[src/rtl/iqp_pkg.sv]
// constants, field positions and helpers shared by both ends of the parallel I/Q port
// assumes a 10 MHz system clock at each end and one control word driven by local logic
//
// Function
// - rate bit halves word clock, parallel quadrature only
// - format bit: twos complement or offset binary
// - clock enable clear holds word clock pin low
// - word clock high marks Q at full rate, invert swaps
// - transmit gate polarity follows its invert bit
// - pairing bit picks I first or Q first
// - inactive gate without hold drives zeros
// - inactive gate with hold keeps last value
// - single tone mode disregards hold setting
// - enabled validation latches possible violation on pin
// - validation disable resets check, pin low, default
// - reset: clock enabled, validation disabled, other controls cleared
// - serial select turns pins to serial plus GPIO
package iqp_pkg;

	// ----------------------------------------------------------------
	// second control function register fields
	// ----------------------------------------------------------------
	localparam int SERIAL_SEL_BIT = 31;
	localparam int RATE_BIT = 13;
	localparam int FORMAT_BIT = 12;
	localparam int CLK_EN_BIT = 11;
	localparam int CLK_INV_BIT = 10;
	localparam int GATE_INV_BIT = 9;
	localparam int Q_FIRST_BIT = 8;
	localparam int HOLD_BIT = 6;
	localparam int VAL_DIS_BIT = 5;
	// clock enable and validation disable set, everything else clear
	localparam logic [31:0] SECOND_CONTROL_FUNCTION_REGISTER_RESET = 32'h0000_0820;

	// ----------------------------------------------------------------
	// operating mode field of the first control function register
	// ----------------------------------------------------------------
	localparam logic [1:0] MODE_QUADRATURE = 2'h0;
	localparam logic [1:0] MODE_SINGLE_TONE = 2'h1;

	// ----------------------------------------------------------------
	// data word and pin mapping
	// ----------------------------------------------------------------
	localparam int WORD_W = 18;
	localparam int GPIO_W = 16;
	localparam int SERIAL_LO = 4;
	localparam int SERIAL_HI = 5;

	// ----------------------------------------------------------------
	// timing: one word slot on the link
	// ----------------------------------------------------------------
	localparam int CLK_NS = 100;
	localparam int SLOT_NS = 1600;
	localparam int SLOT_CYC = SLOT_NS / CLK_NS; // longest time, rounds down
	// pin register, three sampling flops each way and the source register
	localparam int MIN_SLOT_CYC = 12;

	// offset binary and twos complement differ only in the sign bit
	function automatic logic [WORD_W-1:0] fmtConvert(input logic [WORD_W-1:0] w,
		input logic offsetBin);
		fmtConvert = offsetBin ? {~w[WORD_W-1], w[WORD_W-2:0]} : w;
	endfunction

endpackage

[src/rtl/iqp_if.sv]
// pins between the upconverter parallel port and the baseband data source
// assumes the testbench instances it and hands each modport to one end
`timescale 1ns/1ps
interface iqp_if;
	logic parallelWordClockPin;
	logic [iqp_pkg::WORD_W-1:0] dataBus;
	logic transmitGateInput;
	logic syncSampleErrorPin;

	modport device (
		output parallelWordClockPin,
		output syncSampleErrorPin,
		input dataBus,
		input transmitGateInput
	);

	modport source (
		input parallelWordClockPin,
		input syncSampleErrorPin,
		output dataBus,
		output transmitGateInput
	);
endinterface

[src/rtl/iqp_device_end.sv]
// upconverter parallel port: word clock generation, data assembler and timing check
// assumes cfgWord and opMode come from the control registers on this clock
`timescale 1ns/1ps
module iqp_device_end #(
	parameter int SLOT_CYCLES = iqp_pkg::SLOT_CYC
) (
	input wire logic clk,
	input wire logic resetn,
	iqp_if.device link,
	input wire logic [31:0] cfgWord,
	input wire logic [1:0] opMode,
	output logic [iqp_pkg::WORD_W-1:0] basebandI,
	output logic [iqp_pkg::WORD_W-1:0] basebandQ,
	output logic basebandValid,
	output logic [iqp_pkg::GPIO_W-1:0] gpioIn,
	output logic [1:0] serialIn
);
	logic [31:0] cfg_r;
	logic [1:0] mode_r;
	logic [15:0] slotCnt_r;
	logic slotOdd_r;
	logic wordClk_r;
	logic [iqp_pkg::WORD_W-1:0] dS1_r, dS2_r, dS3_r, dVal_r;
	logic gS1_r, gS2_r, gS3_r, gVal_r;
	logic [iqp_pkg::WORD_W-1:0] firstWord_r;
	logic haveFirst_r;
	logic syncErr_r;
	logic slotEnd, halfRate, serialSel, capture, wordIsQ, firstIsQ, isFirst, gateActive;
	logic holdOn;
	logic [iqp_pkg::WORD_W-1:0] dNxt, wordIn;
	logic gNxt;

	// elaboration checks: the pipeline needs the slot length, the counter bounds it
	if (SLOT_CYCLES < iqp_pkg::MIN_SLOT_CYC) begin
		$error("slot too short for link latency");
	end
	if (SLOT_CYCLES > 2 ** $bits(slotCnt_r)) begin
		$error("slot too long for the slot counter");
	end

	// ----------------------------------------------------------------
	// control word capture
	// ----------------------------------------------------------------
	// registered so every control has a defined value out of reset
	always_ff @(posedge clk or negedge resetn) begin
		if (!resetn) begin
			cfg_r <= iqp_pkg::SECOND_CONTROL_FUNCTION_REGISTER_RESET;
			mode_r <= iqp_pkg::MODE_QUADRATURE;
		end else begin
			cfg_r <= cfgWord;
			mode_r <= opMode;
		end
	end

	// decoded controls
	always_comb begin
		serialSel = cfg_r[iqp_pkg::SERIAL_SEL_BIT];
		halfRate = cfg_r[iqp_pkg::RATE_BIT] && !serialSel
			&& mode_r == iqp_pkg::MODE_QUADRATURE;
		firstIsQ = cfg_r[iqp_pkg::Q_FIRST_BIT];
		// single tone ignores the hold bit, so zeros are forced
		holdOn = cfg_r[iqp_pkg::HOLD_BIT] && mode_r != iqp_pkg::MODE_SINGLE_TONE;
		slotEnd = slotCnt_r == 16'(SLOT_CYCLES - 1);
		capture = slotEnd;
	end

	// ----------------------------------------------------------------
	// word clock: internal clock always runs, the pin may be gated
	// ----------------------------------------------------------------
	always_ff @(posedge clk or negedge resetn) begin
		if (!resetn) begin
			slotCnt_r <= '0;
			slotOdd_r <= 1'b0;
			wordClk_r <= 1'b0;
		end else begin
			slotCnt_r <= slotEnd ? 16'h0000 : slotCnt_r + 16'h0001;
			if (slotEnd) begin
				slotOdd_r <= ~slotOdd_r;
				// half rate toggles once per pair, full rate once per word
				if (!halfRate || slotOdd_r) begin
					wordClk_r <= ~wordClk_r;
				end
			end
		end
	end

	// pin copy; the internal clock keeps timing the assembler when gated
	always_ff @(posedge clk or negedge resetn) begin
		if (!resetn) begin
			link.parallelWordClockPin <= 1'b0;
		end else begin
			link.parallelWordClockPin <= cfg_r[iqp_pkg::CLK_EN_BIT] & wordClk_r;
		end
	end

	// ----------------------------------------------------------------
	// pin sampling, a change counts when stages two and three agree
	// ----------------------------------------------------------------
	always_ff @(posedge clk or negedge resetn) begin
		if (!resetn) begin
			dS1_r <= '0;
			dS2_r <= '0;
			dS3_r <= '0;
			dVal_r <= '0;
			gS1_r <= 1'b0;
			gS2_r <= 1'b0;
			gS3_r <= 1'b0;
			gVal_r <= 1'b0;
		end else begin
			dS1_r <= link.dataBus;
			dS2_r <= dS1_r;
			dS3_r <= dS2_r;
			dVal_r <= dNxt;
			gS1_r <= link.transmitGateInput;
			gS2_r <= gS1_r;
			gS3_r <= gS2_r;
			gVal_r <= gNxt;
		end
	end

	// word type, gate sense and format decode
	always_comb begin
		dNxt = (dS2_r == dS3_r) ? dS3_r : dVal_r;
		gNxt = (gS2_r == gS3_r) ? gS3_r : gVal_r;
		gateActive = (gVal_r ^ cfg_r[iqp_pkg::GATE_INV_BIT]) && !serialSel;
		if (halfRate) begin
			isFirst = !slotOdd_r;
			wordIsQ = isFirst ? firstIsQ : !firstIsQ;
		end else begin
			wordIsQ = wordClk_r ^ cfg_r[iqp_pkg::CLK_INV_BIT];
			isFirst = wordIsQ == firstIsQ;
		end
		wordIn = iqp_pkg::fmtConvert(dVal_r, cfg_r[iqp_pkg::FORMAT_BIT]);
	end

	// ----------------------------------------------------------------
	// data assembler: pairs words, forces zeros or holds when gated off
	// ----------------------------------------------------------------
	always_ff @(posedge clk or negedge resetn) begin
		if (!resetn) begin
			firstWord_r <= '0;
			haveFirst_r <= 1'b0;
			basebandI <= '0;
			basebandQ <= '0;
			basebandValid <= 1'b0;
		end else begin
			basebandValid <= 1'b0;
			if (capture) begin
				basebandValid <= !isFirst;
				if (!gateActive) begin
					haveFirst_r <= 1'b0;
					if (!holdOn) begin
						basebandI <= '0;
						basebandQ <= '0;
					end
				end else if (isFirst) begin
					firstWord_r <= wordIn;
					haveFirst_r <= 1'b1;
				end else if (haveFirst_r) begin
					// a second word without its first is dropped
					basebandI <= wordIsQ ? firstWord_r : wordIn;
					basebandQ <= wordIsQ ? wordIn : firstWord_r;
					haveFirst_r <= 1'b0;
				end
			end
		end
	end
	// holding needs no action: the outputs keep their last pair

	// ----------------------------------------------------------------
	// setup/hold check: data moving at the capture instant is suspect
	// ----------------------------------------------------------------
	always_ff @(posedge clk or negedge resetn) begin
		if (!resetn) begin
			syncErr_r <= 1'b0;
		end else if (cfg_r[iqp_pkg::VAL_DIS_BIT]) begin
			syncErr_r <= 1'b0;
		end else if (capture && !serialSel && dS2_r != dS3_r) begin
			syncErr_r <= 1'b1;
		end
	end

	// error pin straight from its latch
	always_ff @(posedge clk or negedge resetn) begin
		if (!resetn) begin
			link.syncSampleErrorPin <= 1'b0;
		end else begin
			link.syncSampleErrorPin <= syncErr_r;
		end
	end

	// ----------------------------------------------------------------
	// serial select: two pins to serial input, the rest to GPIO
	// ----------------------------------------------------------------
	// only the pin remap is done here; the serial deframer lives elsewhere
	always_ff @(posedge clk or negedge resetn) begin
		if (!resetn) begin
			gpioIn <= '0;
			serialIn <= '0;
		end else if (serialSel) begin
			gpioIn <= {dVal_r[iqp_pkg::WORD_W-1:iqp_pkg::SERIAL_HI+1],
				dVal_r[iqp_pkg::SERIAL_LO-1:0]};
			serialIn <= dVal_r[iqp_pkg::SERIAL_HI:iqp_pkg::SERIAL_LO];
		end else begin
			gpioIn <= '0;
			serialIn <= '0;
		end
	end
endmodule

[src/flat_wrapper.sv]
// flat-port wrapper written by rule: the top's interface ports become plain ports
module iqp_device_end_flat 
#(
	parameter int SLOT_CYCLES = iqp_pkg::SLOT_CYC
)
  (clk, resetn, cfgWord, opMode, basebandI, basebandQ, basebandValid, gpioIn, serialIn, link_parallelWordClockPin, link_syncSampleErrorPin, link_dataBus, link_transmitGateInput);
  iqp_if link_i ();
  input wire logic clk;
  input wire logic resetn;
  input wire logic [31:0] cfgWord;
  input wire logic [1:0] opMode;
  output logic [iqp_pkg::WORD_W-1:0] basebandI;
  output logic [iqp_pkg::WORD_W-1:0] basebandQ;
  output logic basebandValid;
  output logic [iqp_pkg::GPIO_W-1:0] gpioIn;
  output logic [1:0] serialIn;
  output wire logic [$bits(link_i.parallelWordClockPin)-1:0] link_parallelWordClockPin;
  output wire logic [$bits(link_i.syncSampleErrorPin)-1:0] link_syncSampleErrorPin;
  input wire logic [$bits(link_i.dataBus)-1:0] link_dataBus;
  input wire logic [$bits(link_i.transmitGateInput)-1:0] link_transmitGateInput;
  assign link_parallelWordClockPin = link_i.parallelWordClockPin;
  assign link_syncSampleErrorPin = link_i.syncSampleErrorPin;
  assign link_i.dataBus = link_dataBus;
  assign link_i.transmitGateInput = link_transmitGateInput;
  iqp_device_end #(.SLOT_CYCLES(SLOT_CYCLES)) u_core (.clk(clk), .resetn(resetn), .link(link_i), .cfgWord(cfgWord), .opMode(opMode), .basebandI(basebandI), .basebandQ(basebandQ), .basebandValid(basebandValid), .gpioIn(gpioIn), .serialIn(serialIn));
endmodule
[config.mk]
export PLATFORM = sky130hd
export DESIGN_NAME = iqp_device_end_flat
export DESIGN_NICKNAME = d
export VERILOG_FILES = /design/src/rtl/iqp_pkg.sv /design/src/rtl/iqp_if.sv /design/src/rtl/iqp_device_end.sv /design/src/flat_wrapper.sv
export SDC_FILE = /design/constraint.sdc
export NUM_CORES = 1
export LEC_CHECK = 0
export ABC_CLOCK_PERIOD_IN_PS = 2600
export BUFFER_PORTS_ARGS = -buffer_cell sky130_fd_sc_hd__buf_2
export CORE_MARGIN = 3
export CORE_UTILIZATION = 50
export CTS_CLUSTER_DIAMETER = 40
export CTS_CLUSTER_SIZE = 40
export DETAILED_ROUTE_END_ITERATION = 8
export HOLD_SLACK_MARGIN = 0.08
export PLACE_DENSITY = 0.72
export SKIP_LAST_GASP = 1
export SLEW_MARGIN = 20
export SYNTH_ARGS = -nofsm -noshare
export SYNTH_HDL_FRONTEND = slang
export SYNTH_SLANG_ARGS = --single-unit
[constraint.sdc]
create_clock -name clk -period 2.6 [get_ports clk]
set_clock_uncertainty 0.2 [all_clocks]
set_input_delay 0.13 -clock clk [delete_from_list [all_inputs] [get_ports clk]]
set_output_delay 0.13 -clock clk [all_outputs]
set_load 0.01 [all_outputs]
[Word-level counts from Yosys, hierarchy flattened]
Cells that the tools add are included.
Cells by class
  add/sub/neg operators: 1
  reduce and logical (&&, ||, !) cells: 17
  bitwise logic cells: 6
  multiplexer cells: 21
  equality and inequality tests: 9
Operators with widths (count)
  $mux W18: 10
  $mux W16: 2
  $eq A18 B18 Y1: 1
  $ne A18 B18 Y1: 1
  $add A16 B1 Y16 const B: 1
  $eq A16 B4 Y1 const B: 1
  $mux W1: 8
  $logic_and A1 B1 Y1: 6
  $ne A2 B1 Y1 const B: 3
  $logic_not A1 Y1: 5
  $reduce_and A4 Y1: 1
  $not A1 Y1: 3
  $reduce_and A3 Y1: 1
  $eq A1 B1 Y1: 2
  $logic_not A2 Y1: 1
  $mux W2: 1
  $ne A2 B2 Y1 const B: 1
  $reduce_and A2 Y1: 1
  $reduce_bool A2 Y1: 1
  $xor A1 B1 Y1: 2
  $and A1 B1 Y1: 1
  $logic_or A1 B1 Y1: 1
Storage, ports and cells
  output and inout port bits: 57
  logic and storage cells: 77
  register bits after elaboration: 205

[Longest topological paths before layout]
  depth after elaboration: 8
  depth in mapped cells: 9
  depth with buffers taken out: 6

[Worst setup path after synthesis]
No wires, ideal clock.
  path kind: register to register
  start: register u_core.cfg_r[31]
  end: register u_core.firstWord_r[10] in the netlist's numbering
  period minus slack after synthesis: 2533 ps
  path slack: 67 ps
  buffers on the path: 2
  stages on the path, launching flop included: 7
  arrival: 2208 ps
  setup time: 125 ps
  cells stage by stage: dfrtp_1 or4b_4 mux2_4 or3_1 buf_6 buf_12 mux2_4
On the way
  longest elaborated chain between the ends: 5
  elaborated cells on any way between the ends: 6
RTL lines
  from (decl): RTL line iqp_device_end.sv:18  | logic [31:0] cfg_r;
  from (signal assigned): RTL line iqp_device_end.sv:47  | cfg_r <= iqp_pkg::SECOND_CONTROL_FUNCTION_REGISTER_RESET;
  from (signal assigned): RTL line iqp_device_end.sv:50  | cfg_r <= cfgWord;
  $logic_not A1 Y1 (*): RTL line iqp_device_end.sv:58, iqp_device_end.sv:125
  $logic_and A1 B1 Y1: RTL line iqp_device_end.sv:58  | halfRate = cfg_r[iqp_pkg::RATE_BIT] && !serialSel
  $logic_and A1 B1 Y1: RTL line iqp_device_end.sv:59  | && mode_r == iqp_pkg::MODE_QUADRATURE;
  $mux W1: RTL line iqp_device_end.sv:126  | if (halfRate) begin
  $reduce_and A3 Y1 (no source line) (*)
  to (signal assigned): RTL line iqp_device_end.sv:157  | firstWord_r <= wordIn;
  to (decl): RTL line iqp_device_end.sv:25  | logic [iqp_pkg::WORD_W-1:0] firstWord_r;
Mark *: on every way between the ends. The rest lies on a longest branch, timed or not.
A chain may end at the register's enable or synchronous reset.

[Worst setup path in the final report]
  start: register u_core.cfg_r[31]
  end: register u_core.firstWord_r[15] in the netlist's numbering
Same word-level chain as after synthesis.

==> reports/summary.md <==
CTS placed an instance of clkbuf_16 at the clock tree root. The tools report the headroom to the max-slew limit as 0.5587. The path class of the tightest hold or removal check is input port to async pin. For this run, the top clock speed supported by timing is 397.1 MHz. The worst slack after detailed placement came out at 0.08550 ns. The share of the synthesized area in the top cell type was 0.6716; the largest fanout on the critical path was 19. TritonCTS built the clock tree. The via count normalized by instance count works out to 5.057.

Across the run, the number of max-cap violations was 0. The async set-or-reset flop fraction in the synthesized netlist is 1.000. Kind of start point of the critical path: a flop. Data on the critical path arrives at its endpoint at 2.62 ns. The total DRC errors in the routed layout is 0. The worst-case IR drop observed on VDD is 0.4547 mV.

The logs give 0.1782 for the global-route total usage across every layer and 519 for the number of nets produced by synthesis. After synthesis, the mean cell area works out to 14.48 um^2. The initial cell density of the core is 0.5208.

The synthesized netlist occupies a cell area of 6706 um^2. The first detailed-routing pass ran for 4 iterations. Setup violations remaining at the end of the flow were counted as 0. Vertical die dimension: 121.8 um.

0 antenna diodes ended up in the layout. For the initial DRC count, the log shows 252. The clock tree synthesis step divided the H-tree into 4 levels.

Detailed routing inserted a total of 3929 vias. During placement, the flow inserted port buffers numbering 88. At the pin with the least slew margin, the transition time is 0.6619 ns. The logs give 0 for the final-report hold violation count and 0.8008 for the weighted congestion at the end of routability-driven global placement.

Yosys printed 0 warnings. Final critical-path required period: 2.518 ns. By startpoint and endpoint, the worst setup path is classified as flop to flop.

The final net count is 648. Summed over all cells, the static leakage comes to 4.116 nW. In the final routed layout, each cell accounts on average for 15.61 um. The first global-routing pass estimated 20170 um of wire. Entering global routing, the biggest net connects 76 pins.

The startpoint of the worst register-to-register path was u_core.cfg_r[31]. During I/O placement, the number of pins put on the boundary was 112. Register bit count reported by yosys: 182. Once detail routing completed, the nets flagged for antenna violations numbered 0.

The run gives 12130 um as the post-detailed-routing wire length. In the post-synthesis netlist, the cell with the most instances is dfrtp_1. The run finished with clean final reports. The final-layout setup total negative slack is 0 ns, and the count of different cell masters after synthesis is 37.

The tools report the initial antenna violation count as 0. Ranked by instance count, the synthesized netlist is headed by 180 x dfrtp_1, 40 x nand2_1, 35 x mux2i_1. The max-slew violation count was 0. Setup repair after global routing left no endpoint under its margin. The die is 121.8 um wide. By area the synthesized netlist is led by dfrtp_1 67%, mux2i_1 5.2%, mux2_2 4.7%, o31ai_1 3.8%, xnor2_1 3.3%. Counting cells, the worst reg-to-reg path comes to 5.

For the clock latency reported for the late side of the worst-skew pair, the log shows 0.42 ns. The die covers 14840 um^2. The share of layout cells above drive strength 1 is 0.2843, and the via count of the first global-routing pass is 4056.

The run gives 0.6795 as the sequential-to-total area share from yosys stat. The share of the clock period used by the worst path was 0.9686. Area added between synthesis and finish: 23.92%. The power per standard cell area is 680.0 nW/um^2, and the total grt overflow is 0.

Tracing the worst setup path back leads to its startpoint at u_core.cfg_r[31]. In this run the deepest clock path goes through 2 buffers. Leading register cell type out of synthesis: dfrtp_1. Clock tree synthesis found a total of 182 sinks. The capturing element type of the critical path is a flop.

The number of flops mapped to enable cells by yosys came out at 0. The minimum setup slack in the final design is 0.08153 ns, and the number of placement rows is 41. The region available for standard cell placement spans 12880 um^2.

After clock tree synthesis, the clock-pin slew on the worst setup and hold paths is 0.06 ns. The logs give 2.71 ns for the required time of the worst setup path and 463 for the synthesized netlist cell count. Summed over all instances, the cell type with the most area after synthesis is dfrtp_1. The number of clock buffers added by TritonCTS is 17.

Estimated wirelength of the detail-placed design: 8082 um.
-- cell type report --
cell class	instances	area, um^2
Fill cell	958	4566
Sequential cell	182	4557
Multi-Input combinational cell	256	2034
Timing Repair Buffer	132	929.6
Clock buffer	29	520.5
Tap cell	172	215.2
Clock inverter	3	42.54
Inverter	3	11.26
-- flip-flops by register name, indices dropped and copies added, names as in the netlist, 2 cells and up --
signal,count
u_core.mode_r,2
u_core.serialIn,2
u_core.dVal_r,18
u_core.basebandI,18
u_core.dS3_r,18
u_core.firstWord_r,18
u_core.gpioIn,16
u_core.cfg_r,9
u_core.dS2_r,18
u_core.slotCnt_r,16
u_core.dS1_r,18
u_core.basebandQ,18
-- final timing paths --
path / endpoint / slack [ns]
max: u_core.firstWord_r[15] / 0.08
min: u_core.slotCnt_r[13] / 0.08
max reg2reg: u_core.firstWord_r[15] / 0.08
min reg2reg: u_core.dS2_r[14] / 0.14
max in group asynchronous: u_core.cfg_r[11] / 1.30
min in group clk: u_core.dS2_r[14] / 0.14
-- routing by layer --
layer | wire length [um] | share of wire | global-route usage
met3 | 473 | 0.039 | 0.04643
met1 | 5399 | 0.45 | 0.2317
met2 | 6067 | 0.50 | 0.2925
met5 | 0 | 0 | 0
met4 | 190 | 0.016 | 0.06303
-- kinds of logic after synthesis --
kind of cell | count (synthesis) | synth area share
AOI/OAI and AO/OA | 41 | 0.04701
and+or+nand+nor | 101 | 0.07537
DFF | 182 | 0.6795
buffers and inverters | 25 | 0.01940
muxes | 73 | 0.1216
adders and majority gates | 2 | 0.003358
xor gates and xnor gates | 39 | 0.05373
-- worst max-delay path, cell delays in order, from the launching register on --
cell and delay, ns:
dfrtp_1 0.38, or4b_4 0.58, mux2_4 0.35, or3_1 0.39, buf_12 0.18, mux2_4 0.31
-- where the power goes --
group          internal (mW)  total, mW  leakage, nW  switching, mW
sequential              2.90       2.94         2.36         0.0377
combinational          0.137      0.289         1.48          0.152
clock                   1.45       2.43        0.272          0.977
total                   4.48       5.65         4.12           1.17
-- cell usage in the layout, fill, tap and decap left out, types with 2 or more instances in the layout --
cell / n
buf_2: 87
dfrtp_1: 180
buf_12: 6
nor3_1: 3
o21ai_0: 2
buf_4: 7
mux2_4: 10
and4_1: 2
clkbuf_8: 5
nor4_1: 4
inv_1: 3
mux2i_1: 34
nand2_1: 40
and2_1: 20
o41ai_1: 2
nor2_1: 12
and3_1: 2
mux2_2: 28
nand4_1: 8
xor2_1: 13
dlygate4sd3_1: 31
clkbuf_1: 7
nand3_1: 5
dfstp_2: 2
xnor2_1: 25
o31ai_1: 34
clkbuf_16: 17
-- repair_timing --
| action | in CTS | in global routing |
|---|---|---|
| setup buffers | 0 | 1 |
| endpoints found under the setup margin | 0 | 11 |
| hold buffers | 31 | 0 |
| hold endpoints to repair | 211 | 0 |
| gates resized for setup | 0 | 0 |
-- metrics by stage --
stage                     cells  hold WS, ns    util  power, mW  area, um^2
after floorplan             463      -0.3656       -      3.107        6706
after global placement      713     -0.01085  0.5770      3.239        7430
after detailed placement    713    -0.005526  0.5770      3.247        7430
after CTS                   776       0.1081  0.6448      5.708        8303
after global routing        777       0.1323  0.6454      5.848        8310
final                       777      0.08460  0.6454      5.651        8310
Power figures use the tool's default switching activity.
